[src/pkg/cmc_map.svh]
// Purpose: constants of the CAN transceiver mode control
// Assumes: one 10 MHz clock, synchronous active-high reset
// Notes:   counts are defaults for module parameters
`ifndef CMC_MAP_SVH
`define CMC_MAP_SVH
`define CMC_CLK_MHZ        10
`define CMC_EN_DELAY_CYC   16'h00C8
`define CMC_WAKE_MIN_CYC   16'h0032
`define CMC_WAKE_MAX_CYC   16'h01F4
`define CMC_MODE_OFF       2'h0
`define CMC_MODE_WAKE      2'h1
`define CMC_MODE_RXONLY    2'h2
`define CMC_MODE_NORMAL    2'h3
`endif

[src/pkg/cmc_pkg.sv]
// Purpose: types of the CAN transceiver mode control
// Assumes: nothing
// Notes:   system mode and wake detector states
package cmc_pkg;
  typedef enum logic [4:0] {
    CMC_SYS_INIT    = 5'h01,
    CMC_SYS_NORMAL  = 5'h02,
    CMC_SYS_STOP    = 5'h04,
    CMC_SYS_SLEEP   = 5'h08,
    CMC_SYS_RESTART = 5'h10
  } cmc_sys_t;
  typedef enum logic [4:0] {
    CMC_W_IDLE = 5'h01,
    CMC_W_DOM1 = 5'h02,
    CMC_W_REC  = 5'h04,
    CMC_W_DOM2 = 5'h08,
    CMC_W_DONE = 5'h10
  } cmc_wake_t;
endpackage

[src/rtl/cmc_mode_ctrl.sv]
// Purpose: CAN transceiver mode control, wake detect, tx gating
// Assumes: inputs synchronous to clk_sys; bus level 0 = dominant
// Notes:   fail_safe overrides the requested mode
//
// How it works
// reset puts the transceiver in off mode
// off mode ignores bus wake activity, no wake event
// mode is taken from the written mode control bits
// normal mode only allowed in normal or stop system mode
// normal mode drives bus from transmit input, low is dominant
// controller keeps transmit input recessive until enable delay ends
// dominant before delay end dropped; next dominant after recessive sent
// normal and receive-only modes copy bus level to receive output
// receive-only mode keeps driver off, reception continues
// receive-only accepted only in normal or stop system mode
// wake mode allowed in stop, sleep, restart, normal system mode
// fail-safe forces wake-capable mode
// detected wake holds receive output low until mode changes; code also releases it on stop or fail-safe entry
// software selects normal mode before talking after a wake
// wake needs two dominant phases inside min/max window
// dominant phases separated by recessive phase inside window
// mode bits keep wake code; rearm on mode change, stop, fail-safe
// enable delay and wake limits are cycle-count parameters
// any phase outside the window restarts the wake search
`include "cmc_map.svh"
module cmc_mode_ctrl
  import cmc_pkg::*;
#(
  parameter logic [15:0] EN_DELAY_CYC = `CMC_EN_DELAY_CYC,
  parameter logic [15:0] WAKE_MIN_CYC = `CMC_WAKE_MIN_CYC,
  parameter logic [15:0] WAKE_MAX_CYC = `CMC_WAKE_MAX_CYC
) (
  input  wire logic       clk_sys,
  input  wire logic       reset,
  input  wire logic [1:0] mode_req,
  input  wire logic       mode_req_valid,
  input  wire cmc_sys_t   sys_mode,
  input  wire logic       fail_safe,
  input  wire logic       can_tx_input,
  input  wire logic       bus_level,
  input  wire logic       tx_ready,
  output logic            bus_drive_dom,
  output logic            bus_drive_valid,
  output logic            can_rx_out,
  output logic [1:0]      mode_status,
  output logic            wake_event,
  output logic            enable_done
);
  // ************************************************************
  // mode selection
  // ************************************************************
  logic [1:0] mode_q;
  logic [1:0] mode_d;
  logic       mode_chg;
  logic       sys_stop_or_fs;
  logic       sys_stop_or_fs_q;

  function automatic logic mode_ok(input logic [1:0] m, input cmc_sys_t s);
    case (m)
      `CMC_MODE_NORMAL: mode_ok = (s == CMC_SYS_NORMAL) ||
                                  (s == CMC_SYS_STOP);
      `CMC_MODE_RXONLY: mode_ok = (s == CMC_SYS_NORMAL) ||
                                  (s == CMC_SYS_STOP);
      `CMC_MODE_WAKE:   mode_ok = (s != CMC_SYS_INIT);
      default:          mode_ok = 1'b1;
    endcase
  endfunction

  always_comb begin
    mode_d = mode_q;
    if (fail_safe) begin
      mode_d = `CMC_MODE_WAKE;
    end else if (mode_req_valid && mode_ok(mode_req, sys_mode)) begin
      mode_d = mode_req;
    end else if (!mode_ok(mode_q, sys_mode)) begin
      mode_d = `CMC_MODE_OFF;
    end
  end

  always_ff @(posedge clk_sys) begin
    if (reset) begin
      mode_q <= `CMC_MODE_OFF;
    end else begin
      mode_q <= mode_d;
    end
  end

  assign mode_chg       = (mode_d != mode_q);
  assign sys_stop_or_fs = fail_safe || (sys_mode == CMC_SYS_STOP);

  always_ff @(posedge clk_sys) begin
    if (reset) begin
      sys_stop_or_fs_q <= 1'b0;
    end else begin
      sys_stop_or_fs_q <= sys_stop_or_fs;
    end
  end

  // ************************************************************
  // enabling delay and transmit gate
  // ************************************************************
  logic [15:0] en_cnt_q;
  logic        en_done_q;
  logic        armed_q;
  logic        tx_gate;

  always_ff @(posedge clk_sys) begin
    if (reset || mode_q != `CMC_MODE_NORMAL) begin
      en_cnt_q  <= 16'h0000;
      en_done_q <= 1'b0;
    end else if (!en_done_q) begin
      en_cnt_q  <= en_cnt_q + 16'h0001;
      en_done_q <= (en_cnt_q + 16'h0001 >= EN_DELAY_CYC);
    end
  end

  // dominant only after a recessive seen once delay is done
  always_ff @(posedge clk_sys) begin
    if (reset || !en_done_q || mode_q != `CMC_MODE_NORMAL) begin
      armed_q <= 1'b0;
    end else if (can_tx_input) begin
      armed_q <= 1'b1;
    end
  end

  assign tx_gate = (mode_q == `CMC_MODE_NORMAL) && armed_q;

  // ************************************************************
  // two-entry buffer toward the bus driver
  // ************************************************************
  logic [1:0] buf_data_q;
  logic [1:0] buf_cnt_q;
  logic       in_bit;
  logic       push;
  logic       pop;

  assign in_bit = tx_gate ? ~can_tx_input : 1'b0;
  assign push   = (buf_cnt_q != 2'h2);
  assign pop    = bus_drive_valid && tx_ready;

  always_ff @(posedge clk_sys) begin
    if (reset) begin
      buf_cnt_q  <= 2'h0;
      buf_data_q <= 2'h0;
    end else begin
      case ({push, pop})
        2'b10: begin
          buf_data_q[buf_cnt_q[0]] <= in_bit;
          buf_cnt_q <= buf_cnt_q + 2'h1;
        end
        2'b01: begin
          buf_data_q[0] <= buf_data_q[1];
          buf_cnt_q <= buf_cnt_q - 2'h1;
        end
        2'b11: begin
          if (buf_cnt_q == 2'h1) begin
            buf_data_q[0] <= in_bit;
          end else begin
            buf_data_q[0] <= buf_data_q[1];
            buf_data_q[1] <= in_bit;
          end
        end
        default: begin
          buf_cnt_q <= buf_cnt_q;
        end
      endcase
    end
  end

  always_ff @(posedge clk_sys) begin
    if (reset) begin
      bus_drive_valid <= 1'b0;
      bus_drive_dom   <= 1'b0;
    end else begin
      bus_drive_valid <= (buf_cnt_q != 2'h0) && !pop ||
                         (buf_cnt_q == 2'h2);
      bus_drive_dom   <= buf_data_q[pop ? 1'b1 : 1'b0] &&
                         (mode_q == `CMC_MODE_NORMAL);
    end
  end

  // ************************************************************
  // wake pattern detector
  // ************************************************************
  cmc_wake_t   wst_q;
  logic [15:0] ph_cnt_q;
  logic        bus_q;
  logic        edge_s;
  logic        in_win;
  logic        too_long;
  logic        wake_on;

  assign wake_on  = (mode_q == `CMC_MODE_WAKE) && !mode_chg &&
                    !(sys_stop_or_fs && !sys_stop_or_fs_q);
  assign edge_s   = (bus_level != bus_q);
  assign in_win   = (ph_cnt_q > WAKE_MIN_CYC) &&
                    (ph_cnt_q < WAKE_MAX_CYC);
  assign too_long = (ph_cnt_q >= WAKE_MAX_CYC);

  always_ff @(posedge clk_sys) begin
    if (reset) begin
      bus_q    <= 1'b1;
      ph_cnt_q <= 16'h0000;
    end else begin
      bus_q    <= bus_level;
      ph_cnt_q <= edge_s ? 16'h0001 :
                  (too_long ? ph_cnt_q : ph_cnt_q + 16'h0001);
    end
  end

  always_ff @(posedge clk_sys) begin
    if (reset || !wake_on) begin
      wst_q <= CMC_W_IDLE;
    end else begin
      case (wst_q)
        CMC_W_IDLE: if (edge_s && !bus_level) wst_q <= CMC_W_DOM1;
        CMC_W_DOM1: if (edge_s) begin
          wst_q <= in_win ? CMC_W_REC : CMC_W_IDLE;
        end else if (too_long) begin
          wst_q <= CMC_W_IDLE;
        end
        CMC_W_REC: if (edge_s) begin
          wst_q <= in_win ? CMC_W_DOM2 : CMC_W_IDLE;
        end else if (too_long) begin
          wst_q <= CMC_W_IDLE;
        end
        CMC_W_DOM2: if (edge_s) begin
          wst_q <= in_win ? CMC_W_DONE : CMC_W_IDLE;
        end else if (too_long) begin
          wst_q <= CMC_W_IDLE;
        end
        CMC_W_DONE: wst_q <= CMC_W_DONE;
        default:    wst_q <= CMC_W_IDLE;
      endcase
    end
  end

  // ************************************************************
  // outputs
  // ************************************************************
  always_ff @(posedge clk_sys) begin
    if (reset) begin
      can_rx_out  <= 1'b1;
      mode_status <= `CMC_MODE_OFF;
      wake_event  <= 1'b0;
      enable_done <= 1'b0;
    end else begin
      mode_status <= mode_q;
      enable_done <= en_done_q;
      wake_event  <= (wst_q == CMC_W_DONE);
      if (mode_q == `CMC_MODE_NORMAL || mode_q == `CMC_MODE_RXONLY) begin
        can_rx_out <= bus_level;
      end else if (mode_q == `CMC_MODE_WAKE) begin
        can_rx_out <= (wst_q != CMC_W_DONE);
      end else begin
        can_rx_out <= 1'b1;
      end
    end
  end
endmodule

[config.mk]
export PLATFORM = sky130hd
export DESIGN_NAME = cmc_mode_ctrl
export DESIGN_NICKNAME = d
export VERILOG_FILES = /design/src/pkg/cmc_pkg.sv /design/src/rtl/cmc_mode_ctrl.sv
export VERILOG_INCLUDE_DIRS = /design/src /design/src/pkg
export SDC_FILE = /design/constraint.sdc
export NUM_CORES = 1
export LEC_CHECK = 0
export BUFFER_PORTS_ARGS = -buffer_cell sky130_fd_sc_hd__buf_2
export CAP_MARGIN = 20
export CORE_MARGIN = 10
export CORE_UTILIZATION = 35
export CTS_CLUSTER_DIAMETER = 150
export DETAILED_ROUTE_END_ITERATION = 10
export PLACE_DENSITY_LB_ADDON = 0.25
export SETUP_SLACK_MARGIN = 0.15
export SLEW_MARGIN = 40
export SYNTH_ARGS = -nofsm -noshare
export SYNTH_HDL_FRONTEND = slang
export SYNTH_SLANG_ARGS = --single-unit
[constraint.sdc]
create_clock -name clk_sys -period 2.2 [get_ports clk_sys]
set_clock_uncertainty 0.05 [all_clocks]
set_input_delay 0.22 -clock clk_sys [delete_from_list [all_inputs] [get_ports clk_sys]]
set_output_delay 0.22 -clock clk_sys [all_outputs]
set_load 0.05 [all_outputs]
# --- Word-level counts from Yosys, hierarchy flattened ---
# Index checks and enable logic that the tools add are counted.
word_totals:
  out_inout_bits: 7
  reg_bits: 54
  input_bits: 14
op_classes:
  reduce_logical: 34
  n_eq_ne: 27
  magnitude_cmp: 7
  add_sub_neg: 4
  n_mux: 34
  bitwise: 1
op_table:
  columns: ["cell", "n"]
  rows:
  - ["adder 16 x 1 -> 16 bit, second input constant", 2]
  - ["2-to-1 mux 5 bit", 6]
  - ["case mux 5 bit (5 select lines)", 1]
  - [">= comparator 16 x 8 -> 1 bit, second input constant", 1]
  - [">= comparator 16 x 9 -> 1 bit, second input constant", 1]
  - ["greater-than comparator 16 x 6 -> 1 bit, second input constant", 1]
  - ["less-than comparator 16 x 9 -> 1 bit, second input constant", 1]
  - ["2-to-1 mux 1 bit", 15]
  - ["equality test 2 bit, second input constant", 7]
  - ["logical AND 1 bit", 11]
  - ["equality test 5 x 2 -> 1 bit, second input constant", 2]
  - ["equality test 5 x 3 -> 1 bit, second input constant", 2]
  - ["inequality test 2 bit, second input constant", 5]
  - ["equality test 2 x 1 -> 1 bit, second input constant", 4]
  - ["logical OR 1 bit", 8]
  - ["zero test 1 bit", 7]
  - ["2-to-1 mux 2 bit", 3]
  - ["case mux 1 bit (2 select lines)", 3]
  - ["nonzero test 2 bit", 3]
  - ["OR reduction 2 bit", 3]
  - ["equality test 5 x 1 -> 1 bit, second input constant", 1]
  - ["equality test 5 x 4 -> 1 bit, second input constant", 1]
  - ["equality test 5 bit, second input constant", 1]
  - ["inequality test 5 x 1 -> 1 bit, second input constant", 1]
  - ["other kinds (16)", 17]

# --- Logic depth before layout (Yosys ltp) ---
# Gate-level depths: netlist (run 1).
depth:
  depth_word: 16
  ltp_mapped: 10

# --- Worst setup path before layout (run 1) ---
# OpenSTA, ideal clock, no wires.
synth_timing:
  path_kind: "reg-to-reg"
  from: "register bus_drive_valid"
  to: "register buf_data_q[0]"
  arrival_ns: 1.688
  synth_period_minus_slack_ns: 1.815
  setup_time_ns: 0.078
  path_stages_with_launch: 9
  path_slack_ns: 0.385
  t_required_ns: 2.072
  cell_sequence: "dfxtp_1 nand2_1 inv_1 ha_1 nor2b_1 o21ai_0 a21oi_1 nor2_1 nor3_1"
synth_between:
  elab_chain_len: 3
  word_cells_on_any_way: 6
synth_rtl:
  columns: ["element", "line", "rtl"]
  rows:
  - ["from (decl)", "cmc_mode_ctrl.sv:43", "output logic bus_drive_valid,"]
  - ["from (signal assigned)", "cmc_mode_ctrl.sv:175", "bus_drive_valid <= (buf_cnt_q != 2'h0) && !pop ||"]
  - ["logical AND 1 bit *", "cmc_mode_ctrl.sv:139", "assign pop = bus_drive_valid && tx_ready;"]
  - ["equality test 2 bit or equality test 2 x 1 -> 1 bit (tied branches)", "cmc_mode_ctrl.sv:146", "case ({push, pop})"]
  - ["case mux 1 bit (3 select lines) or nonzero test 3 bit (tied branches)", null, null]
  - ["to (signal, indexed assignment)", "cmc_mode_ctrl.sv:148", "buf_data_q[buf_cnt_q[0]] <= in_bit;"]
  - ["to (signal assigned)", "cmc_mode_ctrl.sv:152", "buf_data_q[0] <= buf_data_q[1];"]
  - ["to (signal assigned)", "cmc_mode_ctrl.sv:157", "buf_data_q[0] <= in_bit;"]
  - ["to (decl)", "cmc_mode_ctrl.sv:131", "logic [1:0] buf_data_q;"]
# Mark *: on every way between the ends. The rest lies on a longest branch, timed or not.
# A chain may end at the register's enable or synchronous reset.

# --- Worst setup path after layout (run 1) ---
layout_timing:
  from: "register en_cnt_q[0]"
  to: "register en_done_q"
layout_between:
  elab_chain_len: 3
layout_rtl:
  columns: ["element", "line", "rtl"]
  rows:
  - ["from (decl)", "cmc_mode_ctrl.sv:102", "logic [15:0] en_cnt_q;"]
  - ["from (signal assigned)", "cmc_mode_ctrl.sv:112", "en_cnt_q <= en_cnt_q + 16'h0001;"]
  - ["adder 16 x 1 -> 16 bit", "cmc_mode_ctrl.sv:113", "en_done_q <= (en_cnt_q + 16'h0001 >= EN_DELAY_CYC);"]
  - [">= comparator 16 x 8 -> 1 bit", "cmc_mode_ctrl.sv:113", null]
  - ["2-to-1 mux 1 bit", "cmc_mode_ctrl.sv:111", "end else if (!en_done_q) begin"]
  - ["to (signal assigned)", "cmc_mode_ctrl.sv:113", null]
  - ["to (decl)", "cmc_mode_ctrl.sv:103", "logic en_done_q;"]
# No other way between the ends.

==> impl_metrics.csv, run 1 <==
group,metric,value,unit
logic_synthesis,synth_compound_area_frac,0.1294,
clocking,h-tree-depth,2,
layout,fill_cells,795,
sta,finalCriticalPeriod,1.879,ns
drt,drt-total-wl,5210,microns
clocking,ctsResizeCount,0,
floorplan,core,0.007727,sq mm
pwr,powerDensity,617.5,mW/mm^2
sta,hold_viol_final,0,
critical_path,reg2reg_from,"en_cnt_q[0]",
clocking,cts_setup_buffers,0,
drt,ant_nets,0,
logic_synthesis,ys_seq_area_frac,0.3881,
floorplan,die_y,109.2,microns
drt,drt_iter0_markers,94,
pwr,finalPower,1.891,mW
floorplan,dieArea,0.01193,sq mm
drt,wl_per_cell,11.95,microns
pwr,switching_share,0.2765,
sta,rsz0062_at_grt,"no",
global_route,grt_pass1_wl,9480,microns
logic_synthesis,syn-instance-count,315,
global_route,grt.overflow.total,0,
clocking,cts_buffer_depth,2,
global_route,grt_usage,0.09497,
sta,finalCritPeriodShare,0.8540,
floorplan,die_w,109.2,microns
critical_path,crit_chain,"ha_1, nand3_1, a2111oi_2, a2bb2oi_1, a31oi_1",
logic_synthesis,synth_top_family_by_area,"simple AND/OR/NAND/NOR gates",
layout,syn_to_final_growth,9.973,%
floorplan,floorplan.initialDensity,0.3604,
pwr,pwr-share-comb,0.164,
clocking,cts.reportedPaths.clkPinSlew,0.09,ns
logic_synthesis,synthesis.nets,339,
pwr,p_switching,0.5229,mW
logic_synthesis,synth_flop_cell,"dfxtp_1",
layout,n_antenna_cell,0,
clocking,cts_made_buffers,5,
logic_synthesis,synth_cell_types,57,
clocking,insertion_delay,0.30,ns
place,port_buffers,20,
place,place.gp.congestion,0.7392,
min_path,min_from,"bus_level",
clocking,cts_tree,"done",
pwr,pwr-share-clk,0.275,
logic_synthesis,yosys-top-cells-count,"54 x dfxtp_1, 41 x nor2_1, 16 x nand2_1",
drt,first_pass_iters,5,
sta,finalSetupViolations,0,
drt,avgViaCountPerCell,4.927,
global_route,first_global_vias,2082,
logic_synthesis,synth_top_area_share,0.3881,
pwr,p_int,1.368,mW
sta,slew-limit-headroom,0.6093,
floorplan,boundaryPins,21,
logic_synthesis,syn-cell-area,0.002785,sq mm
sta,max_freq,532.3,MHz
sta,tns,0,ns
logic_synthesis,synth-simple-area-share,0.3145,
logic_synthesis,synth_edf_count,0,
logic_synthesis,synth_seq_cells,54,
logic_synthesis,synthXorXnorAreaFrac,0.07862,
critical_path,start_kind,"register",
clocking,clock_sinks,54,
place,post-dp-hpwl,3916,microns
critical_path,cpPeakStageDelay,0.46,ns
floorplan,row_count,32,
logic_synthesis,synthAdderAreaFrac,0.04492,
sta,final_max_slew_viol_count,0,
logic_synthesis,synth_warnings,0,
job,drv_cap,0,
critical_path,crit_path_end_kind,"register",
pwr,irDropWorstVdd,0.4597,mV
layout,drive_gt1_frac,0.1287,
layout,nets,358,
status,status,"finished, final reports clean",
drt,vias,2148,
sta,tightest_slew,0.5849,ns
critical_path,crit_arrival,2.01,ns
logic_synthesis,yosys-top-cells-area,"dfxtp_1 39%, nor2_1 5.5%, xnor2_1 4.7%",
critical_path,worstRegToRegCells,5,
logic_synthesis,muxShareOfSynthArea,0.01078,
global_route,grt_max_degree,20,
critical_path,path_class,"register to register",
global_route,antenna_found_initial,0,
min_path,whs_path_depth,2,
critical_path,cp_max_fo,7,
pwr,p_seq_frac,0.561,
logic_synthesis,yosysMostFrequentCell,"dfxtp_1",
drt,drc,0,
critical_path,crit_slowest_cell,"dfxtp_1",
clocking,hold_buffers,0,
logic_synthesis,async_flop_share,0,
logic_synthesis,syn_area_per_cell,8.842,sq um
clocking,cts-root-buf,"clkbuf_8",
critical_path,crit_start,"en_cnt_q[0]",
logic_synthesis,synth_top_cell_by_area,"dfxtp_1",
min_path,hp-class,"input pin to register",
critical_path,crit_required,2.33,ns
pwr,p_leak,1.144,nW
## path summary, 6_finish.rpt
kind | endpoint | slack [ns]
max | en_done_q | 0.32
min | bus_q | 0.1
max reg2reg | en_done_q | 0.32
min reg2reg | ph_cnt_q[11] | 0.42
## through the flow
stage / cell area [sq um] / std cells / util / worst slack [ns] / hold WS (ns)
3_3_place_gp: 2983 / 429 / 0.3860 / 0.4162 / 0.3930
4_1_cts: 3063 / 436 / 0.3964 / 0.3145 / 0.08660
2_1_floorplan: 2785 / 315 / - / 0.3845 / 0.2416
6_report: 3063 / 436 / 0.3964 / 0.3213 / 0.09628
5_1_grt: 3063 / 436 / 0.3964 / 0.1627 / 0.1018
3_5_place_dp: 2983 / 429 / 0.3860 / 0.3272 / 0.4005
## layer usage
metal | routed length, microns | part of all wire | vias to the layer above | global-route usage
met4 | 46 | 0.0088 | 0 | 0.02602
met1 | 2575 | 0.49 | 979 | 0.1211
li1 | - | - | 1145 | -
met3 | 150 | 0.029 | 4 | 0.02537
met5 | 0 | 0 | - | 0
met2 | 2437 | 0.47 | 20 | 0.1547
## cell type report
type                    count  area, sq um  share of cell area
clock buffers               6        72.57             0.02369
clock inverters             1        7.507            0.002451
inverters                  13        48.80             0.01593
multi-input cells         238         1610              0.5257
flip-flops and latches     54         1081              0.3529
well taps                 102        127.6             0.04167
repair buffers             22        115.1             0.03758
## flip-flops by register name, indices dropped and copies added (netlist names), 2 cells and up
signal and count:
buf_cnt_q 2, buf_data_q 2, en_cnt_q 16, mode_q 2, mode_status 2, ph_cnt_q 16
wst_q 5
## kinds of logic (layout without fill, tap and decap cells)
kind of cell / Yosys count / after routing
AND/OR/NAND/NOR: 147 / 147
flip-flops: 54 / 54
AO/OA/AOI/OAI: 53 / 53
XOR/XNOR: 25 / 25
buffers and inverters: 23 / 42
adder cells (fa/ha/maj): 10 / 10
multiplexers: 3 / 3
## power by group through the flow
stage          combinational, mW  clock, mW  sequential [mW]
2_1_floorplan              0.242          0             1.09
3_3_place_gp               0.307          0             1.08
3_5_place_dp               0.313          0             1.09
4_1_cts                    0.315      0.550             1.06
5_1_grt                    0.355      0.589             1.07
6_report                   0.310      0.520             1.06
## critical path: cells and delay by family, from the launching register on
kind / cells / cell delay [ns]
AOI/OAI and AO/OA: 3 / 0.70
DFF: 1 / 0.46
adders and majority gates: 1 / 0.32
and+or+nand+nor: 1 / 0.25
## placed cells by master (no fill, tap or decap), types with 3 or more instances in the layout
cell	Yosys	routed
dfxtp_1	54	54
nor2_1	41	41
buf_2	3	20
nand2_1	16	16
xnor2_1	15	15
inv_1	13	13
nor3_1	13	13
and2_1	12	12
a21oi_1	12	12
nand3_1	12	12
xor2_1	10	10
ha_1	10	10
nor2b_1	8	8
o21ai_0	7	7
nand4_1	6	6
or3_1	6	6
o21ai_1	6	6
clkbuf_8	0	5
a31oi_1	4	4
and3_1	4	4
a211oi_1	4	4
nand2b_1	3	3
nand4b_1	3	3
mux2i_1	3	3
o22ai_1	3	3
(Power assumes the default switching activity.)
==> inputs of run 2 (changes only) <==
- PLACE_DENSITY: unset -> 0.61
- PLACE_DENSITY_LB_ADDON: 0.25 -> unset
==> run 2 against run 1 <==
  * Sequential power is essentially flat
  * Die area is the same
  * Global-route usage grew 0.22 points
  * Register-to-register slack gained 0.05 ns
  * Hold slack lost 0.030 ns
  * Design area grew 0.61%
  * Via count grew 2.2%
  * Count of clock-buffer cells in the layout is the same
  * Largest power group unchanged
  * Total power grew 4.3%
  * Non-clock buffer count is the same
==> impl_metrics.csv, run 2 (same netlist as run 1, synthesis figures left out) <==
group,metric,value,unit
place,port_buffers,20,
clocking,hold_buffers,0,
drt,vias,2196,
critical_path,crit_path_end_kind,"register",
layout,final_common_cell,"dfxtp_1",
sta,finalSetupViolations,0,
global_route,grt_pass1_wl,9570,microns
sta,max_freq,548.1,MHz
clocking,clock_sinks,54,
floorplan,row_count,32,
clocking,cts_tree,"done",
drt,drc,0,
layout,syn_to_final_growth,10.65,%
job,drv_cap,0,
floorplan,die_y,109.2,microns
critical_path,start_kind,"register",
global_route,grt_max_degree,20,
place,place.gp.congestion,0.7889,
clocking,ctsResizeCount,0,
global_route,grt_usage,0.09721,
critical_path,cp_max_fo,7,
sta,hold_viol_final,0,
critical_path,path_class,"register to register",
sta,rsz0062_at_grt,"no",
pwr,powerDensity,640.2,mW/mm^2
drt,drt_iter0_markers,93,
global_route,grt.overflow.total,0,
min_path,hp-class,"input pin to register",
floorplan,boundaryPins,21,
drt,ant_nets,0,
pwr,p_leak,1.154,nW
floorplan,floorplan.initialDensity,0.3604,
sta,finalCritPeriodShare,0.8293,
floorplan,dieArea,0.01193,sq mm
global_route,first_global_vias,2094,
clocking,cts_made_buffers,5,
clocking,cts_buffer_depth,2,
global_route,antenna_found_initial,0,
sta,slew-limit-headroom,0.5596,
clocking,cts-root-buf,"clkbuf_8",
drt,drt-total-wl,5379,microns
sta,final_max_slew_viol_count,0,
sta,tns,0,ns
drt,wl_per_cell,12.31,microns
layout,nets,358,
clocking,h-tree-depth,2,
layout,final_util,0.3988,
layout,biggestRegsByFlops,"en_cnt_q x16, ph_cnt_q x16, wst_q x5",
critical_path,crit_arrival,1.98,ns
layout,n_antenna_cell,0,
sta,finalCriticalPeriod,1.824,ns
clocking,cts.reportedPaths.clkPinSlew,0.10,ns
drt,avgViaCountPerCell,5.025,
pwr,irDropWorstVdd,0.4673,mV
floorplan,die_w,109.2,microns
place,post-dp-hpwl,3983,microns
sta,tightest_slew,0.6597,ns
clocking,insertion_delay,0.31,ns
critical_path,crit_required,2.35,ns
layout,drive_gt1_frac,0.1343,
layout,final_cell_mix,"54 x dfxtp_1, 41 x nor2_1, 20 x buf_2",
floorplan,core,0.007727,sq mm
clocking,cts_setup_buffers,0,
drt,first_pass_iters,4,
status,status,"finished, final reports clean",
run 2: path summary, 6_finish.rpt:
path           startpoint           end  slack [ns]  cells after the start
max           en_cnt_q[0]     en_done_q        0.38                      5
min reg2reg  ph_cnt_q[12]  ph_cnt_q[12]        0.42                      1
max reg2reg   en_cnt_q[0]     en_done_q        0.38                      5
min             bus_level         bus_q        0.07                      2
run 2: layer usage:
layer / vias up / wire length [microns] / global-route usage
met4: 0 / 74 / 0.03160
met3: 7 / 178 / 0.03245
met5: - / 0 / 0
met1: 1017 / 2660 / 0.1223
met2: 22 / 2466 / 0.1534
li1: 1150 / - / -
run 2: power by group:
part / switching (mW) / leakage (nW) / internal (mW)
Clock: 0.335 / 0.0478 / 0.260
Sequential: 0.0444 / 0.437 / 1.02
Combinational: 0.183 / 0.668 / 0.133
Total: 0.562 / 1.15 / 1.41
run 2: final cells by class:
cell class / instances / area, sq um
tap: 102 / 127.6
clock buffer: 6 / 82.58
timing repair buffer: 22 / 115.1
sequential: 54 / 1081
inverter: 13 / 48.80
fill: 782 / 4646
multi-input combinational: 238 / 1610
clock inverter: 2 / 16.27
run 2: metrics by stage:
stage	cell area (sq um)	setup slack, ns	total power, mW	std cells	hold WS [ns]
floorplan	2785	0.3845	1.330	315	0.2416
global placement	2983	0.4349	1.391	429	0.3947
detailed placement	2983	0.4027	1.403	429	0.3949
CTS	3082	0.3767	2.003	437	0.05724
global route	3082	0.1829	2.110	437	0.04795
finish	3082	0.3755	1.973	437	0.06673
run 2: critical path: stages (launching register included):
cell and delay, ns:
dfxtp_1 0.46, ha_1 0.31, nand3_1 0.23, a2111oi_2 0.41, a2bb2oi_1 0.18, a31oi_1 0.08
==> inputs of run 3 (changes only) <==
- clock period: 2.2 -> 1.9 ns (I/O delays scaled with it)
==> run 3 against run 2 <==
  * Sequential cell count did not move
  * Largest cell class unchanged
  * Critical path type unchanged
  * First-iteration DRC count down 22%
  * Clock power up 13%
  * Maximum frequency is 8.6% higher
  * Register-to-register slack worse by 0.16 ns
  * Utilization rose by 1.2 points
  * Critical path depth did not move
  * Count of clock-buffer cells in the layout rose by 1
==> impl_metrics.csv, run 3 (same netlist as run 1, synthesis figures left out) <==
group,metric,value,unit
layout,n_antenna_cell,0,
place,port_buffers,20,
critical_path,crit_arrival,1.82,ns
sta,hold_viol_final,0,
clocking,clock_sinks,54,
sta,slew-limit-headroom,0.6312,
sta,finalCriticalPeriod,1.680,ns
floorplan,floorplan.initialDensity,0.3604,
clocking,cts.reportedPaths.clkPinSlew,0.10,ns
critical_path,crit_path_end_kind,"register",
global_route,grt_max_degree,17,
layout,syn_to_final_growth,14.06,%
min_path,hp-class,"input pin to register",
sta,final_max_slew_viol_count,0,
global_route,grt_pass1_wl,9349,microns
critical_path,reg2reg_from,"en_cnt_q[1]",
place,place.gp.congestion,0.8013,
drt,ant_nets,0,
sta,tns,0,ns
floorplan,die_w,109.2,microns
drt,wl_per_cell,12.48,microns
pwr,finalPower,2.319,mW
layout,nets,364,
critical_path,path_class,"register to register",
sta,tightest_slew,0.5522,ns
global_route,antenna_found_initial,0,
place,dpl_cell_area,0.003027,sq mm
critical_path,endpoint,"en_done_q",
pwr,p_leak,1.194,nW
critical_path,start_kind,"register",
clocking,cts_made_buffers,5,
drt,vias,2232,
floorplan,die_y,109.2,microns
layout,final_cell_mix,"48 x dfxtp_1, 40 x nor2_1, 20 x buf_2",
floorplan,core,0.007727,sq mm
place,post-dp-hpwl,4007,microns
status,status,"finished, final reports clean",
drt,drc,0,
floorplan,row_count,32,
drt,drt_iter0_markers,73,
drt,avgViaCountPerCell,5.038,
place,dp.cells,433,
clocking,cts-root-buf,"clkbuf_8",
floorplan,dieArea,0.01193,sq mm
critical_path,r2r_end,"en_done_q",
clocking,cts_tree,"done",
sta,max_freq,595.3,MHz
layout,stdcell_area,0.003177,sq mm
critical_path,crit_start,"en_cnt_q[1]",
sta,whs,0.04851,ns
pwr,powerDensity,729.8,mW/mm^2
drt,first_pass_iters,4,
layout,drive_gt1_frac,0.1818,
clocking,h-tree-depth,2,
layout,final_common_cell,"dfxtp_1",
global_route,grt.overflow.total,0,
critical_path,r2r_slack,0.22,ns
critical_path,crit_required,2.04,ns
sta,finalCritPeriodShare,0.8842,
clocking,insertion_delay,0.30,ns
global_route,grt_usage,0.09449,
pwr,irDropWorstVdd,0.4785,mV
critical_path,worstRegToRegCells,5,
sta,finalSetupViolations,0,
drt,drt-total-wl,5529,microns
layout,stdcell_count,443,
sta,rsz0062_at_grt,"yes",
layout,biggestRegsByFlops,"en_cnt_q x16, ph_cnt_q x16, wst_q x5",
global_route,first_global_vias,2073,
job,drv_cap,0,
critical_path,cp_max_fo,7,
floorplan,boundaryPins,21,
clocking,cts_buffer_depth,2,
[run 3: worst min-delay path by stage]
stage / from / endpoint / slack, ns / cells after the start
after floorplan: reset / enable_done / 0.21 / 1
after global placement: bus_level / bus_q / 0.36 / 2
after detailed placement: bus_level / bus_q / 0.36 / 2
after CTS: bus_level / bus_q / 0.04 / 2
after global routing: bus_level / bus_q / 0.04 / 2
final: bus_level / bus_q / 0.05 / 2
[run 3: worst max-delay path, cell delays in order, from the launching register on]
cell and delay, ns:
dfxtp_2 0.40, ha_2 0.26, nand3_2 0.18, a2111oi_4 0.42, a2bb2oi_2 0.17, a31oi_1 0.08
[run 3: through the flow]
step / setup slack (ns) / utilization
5_1_grt: 0.09796 / 0.4111
6_report: 0.2201 / 0.4111
3_5_place_dp: 0.08243 / 0.3917
2_1_floorplan: 0.2082 / -
3_3_place_gp: 0.1416 / 0.3917
4_1_cts: 0.09693 / 0.4046
[run 3: what timing repair did]
| item | 4_1_cts | 5_1_grt |
|---|---|---|
| pin swaps | 0 | 0 |
| hold buffers | 0 | 0 |
| hold endpoints to repair | 0 | 0 |
| gates resized for setup | 3 | 11 |
| setup buffers | 0 | 2 |
| endpoints found under the setup margin | 2 | 8 |
[run 3: layout make-up]
type / instances / area [sq um]
clock buffers: 7 / 86.33
clock inverters: 1 / 8.758
fillers: 778 / 4551
inverters: 13 / 48.80
multi-input cells: 238 / 1642
flip-flops and latches: 54 / 1091
well taps: 102 / 127.6
repair buffers: 28 / 172.7
[run 3: metal layers]
| metal | global-route usage | up-vias | routed length (microns) |
|---|---|---|---|
| li1 | - | 1157 | - |
| met1 | 0.1169 | 1049 | 2643 |
| met2 | 0.1538 | 20 | 2628 |
| met4 | 0.03346 | 0 | 72 |
| met3 | 0.02655 | 6 | 184 |
| met5 | 0 | - | 0 |
[run 3: power breakdown]
part           switching, mW  internal (mW)  total [mW]
logic                  0.235          0.182       0.417
registers             0.0421           1.19        1.23
clock network          0.371          0.302       0.673
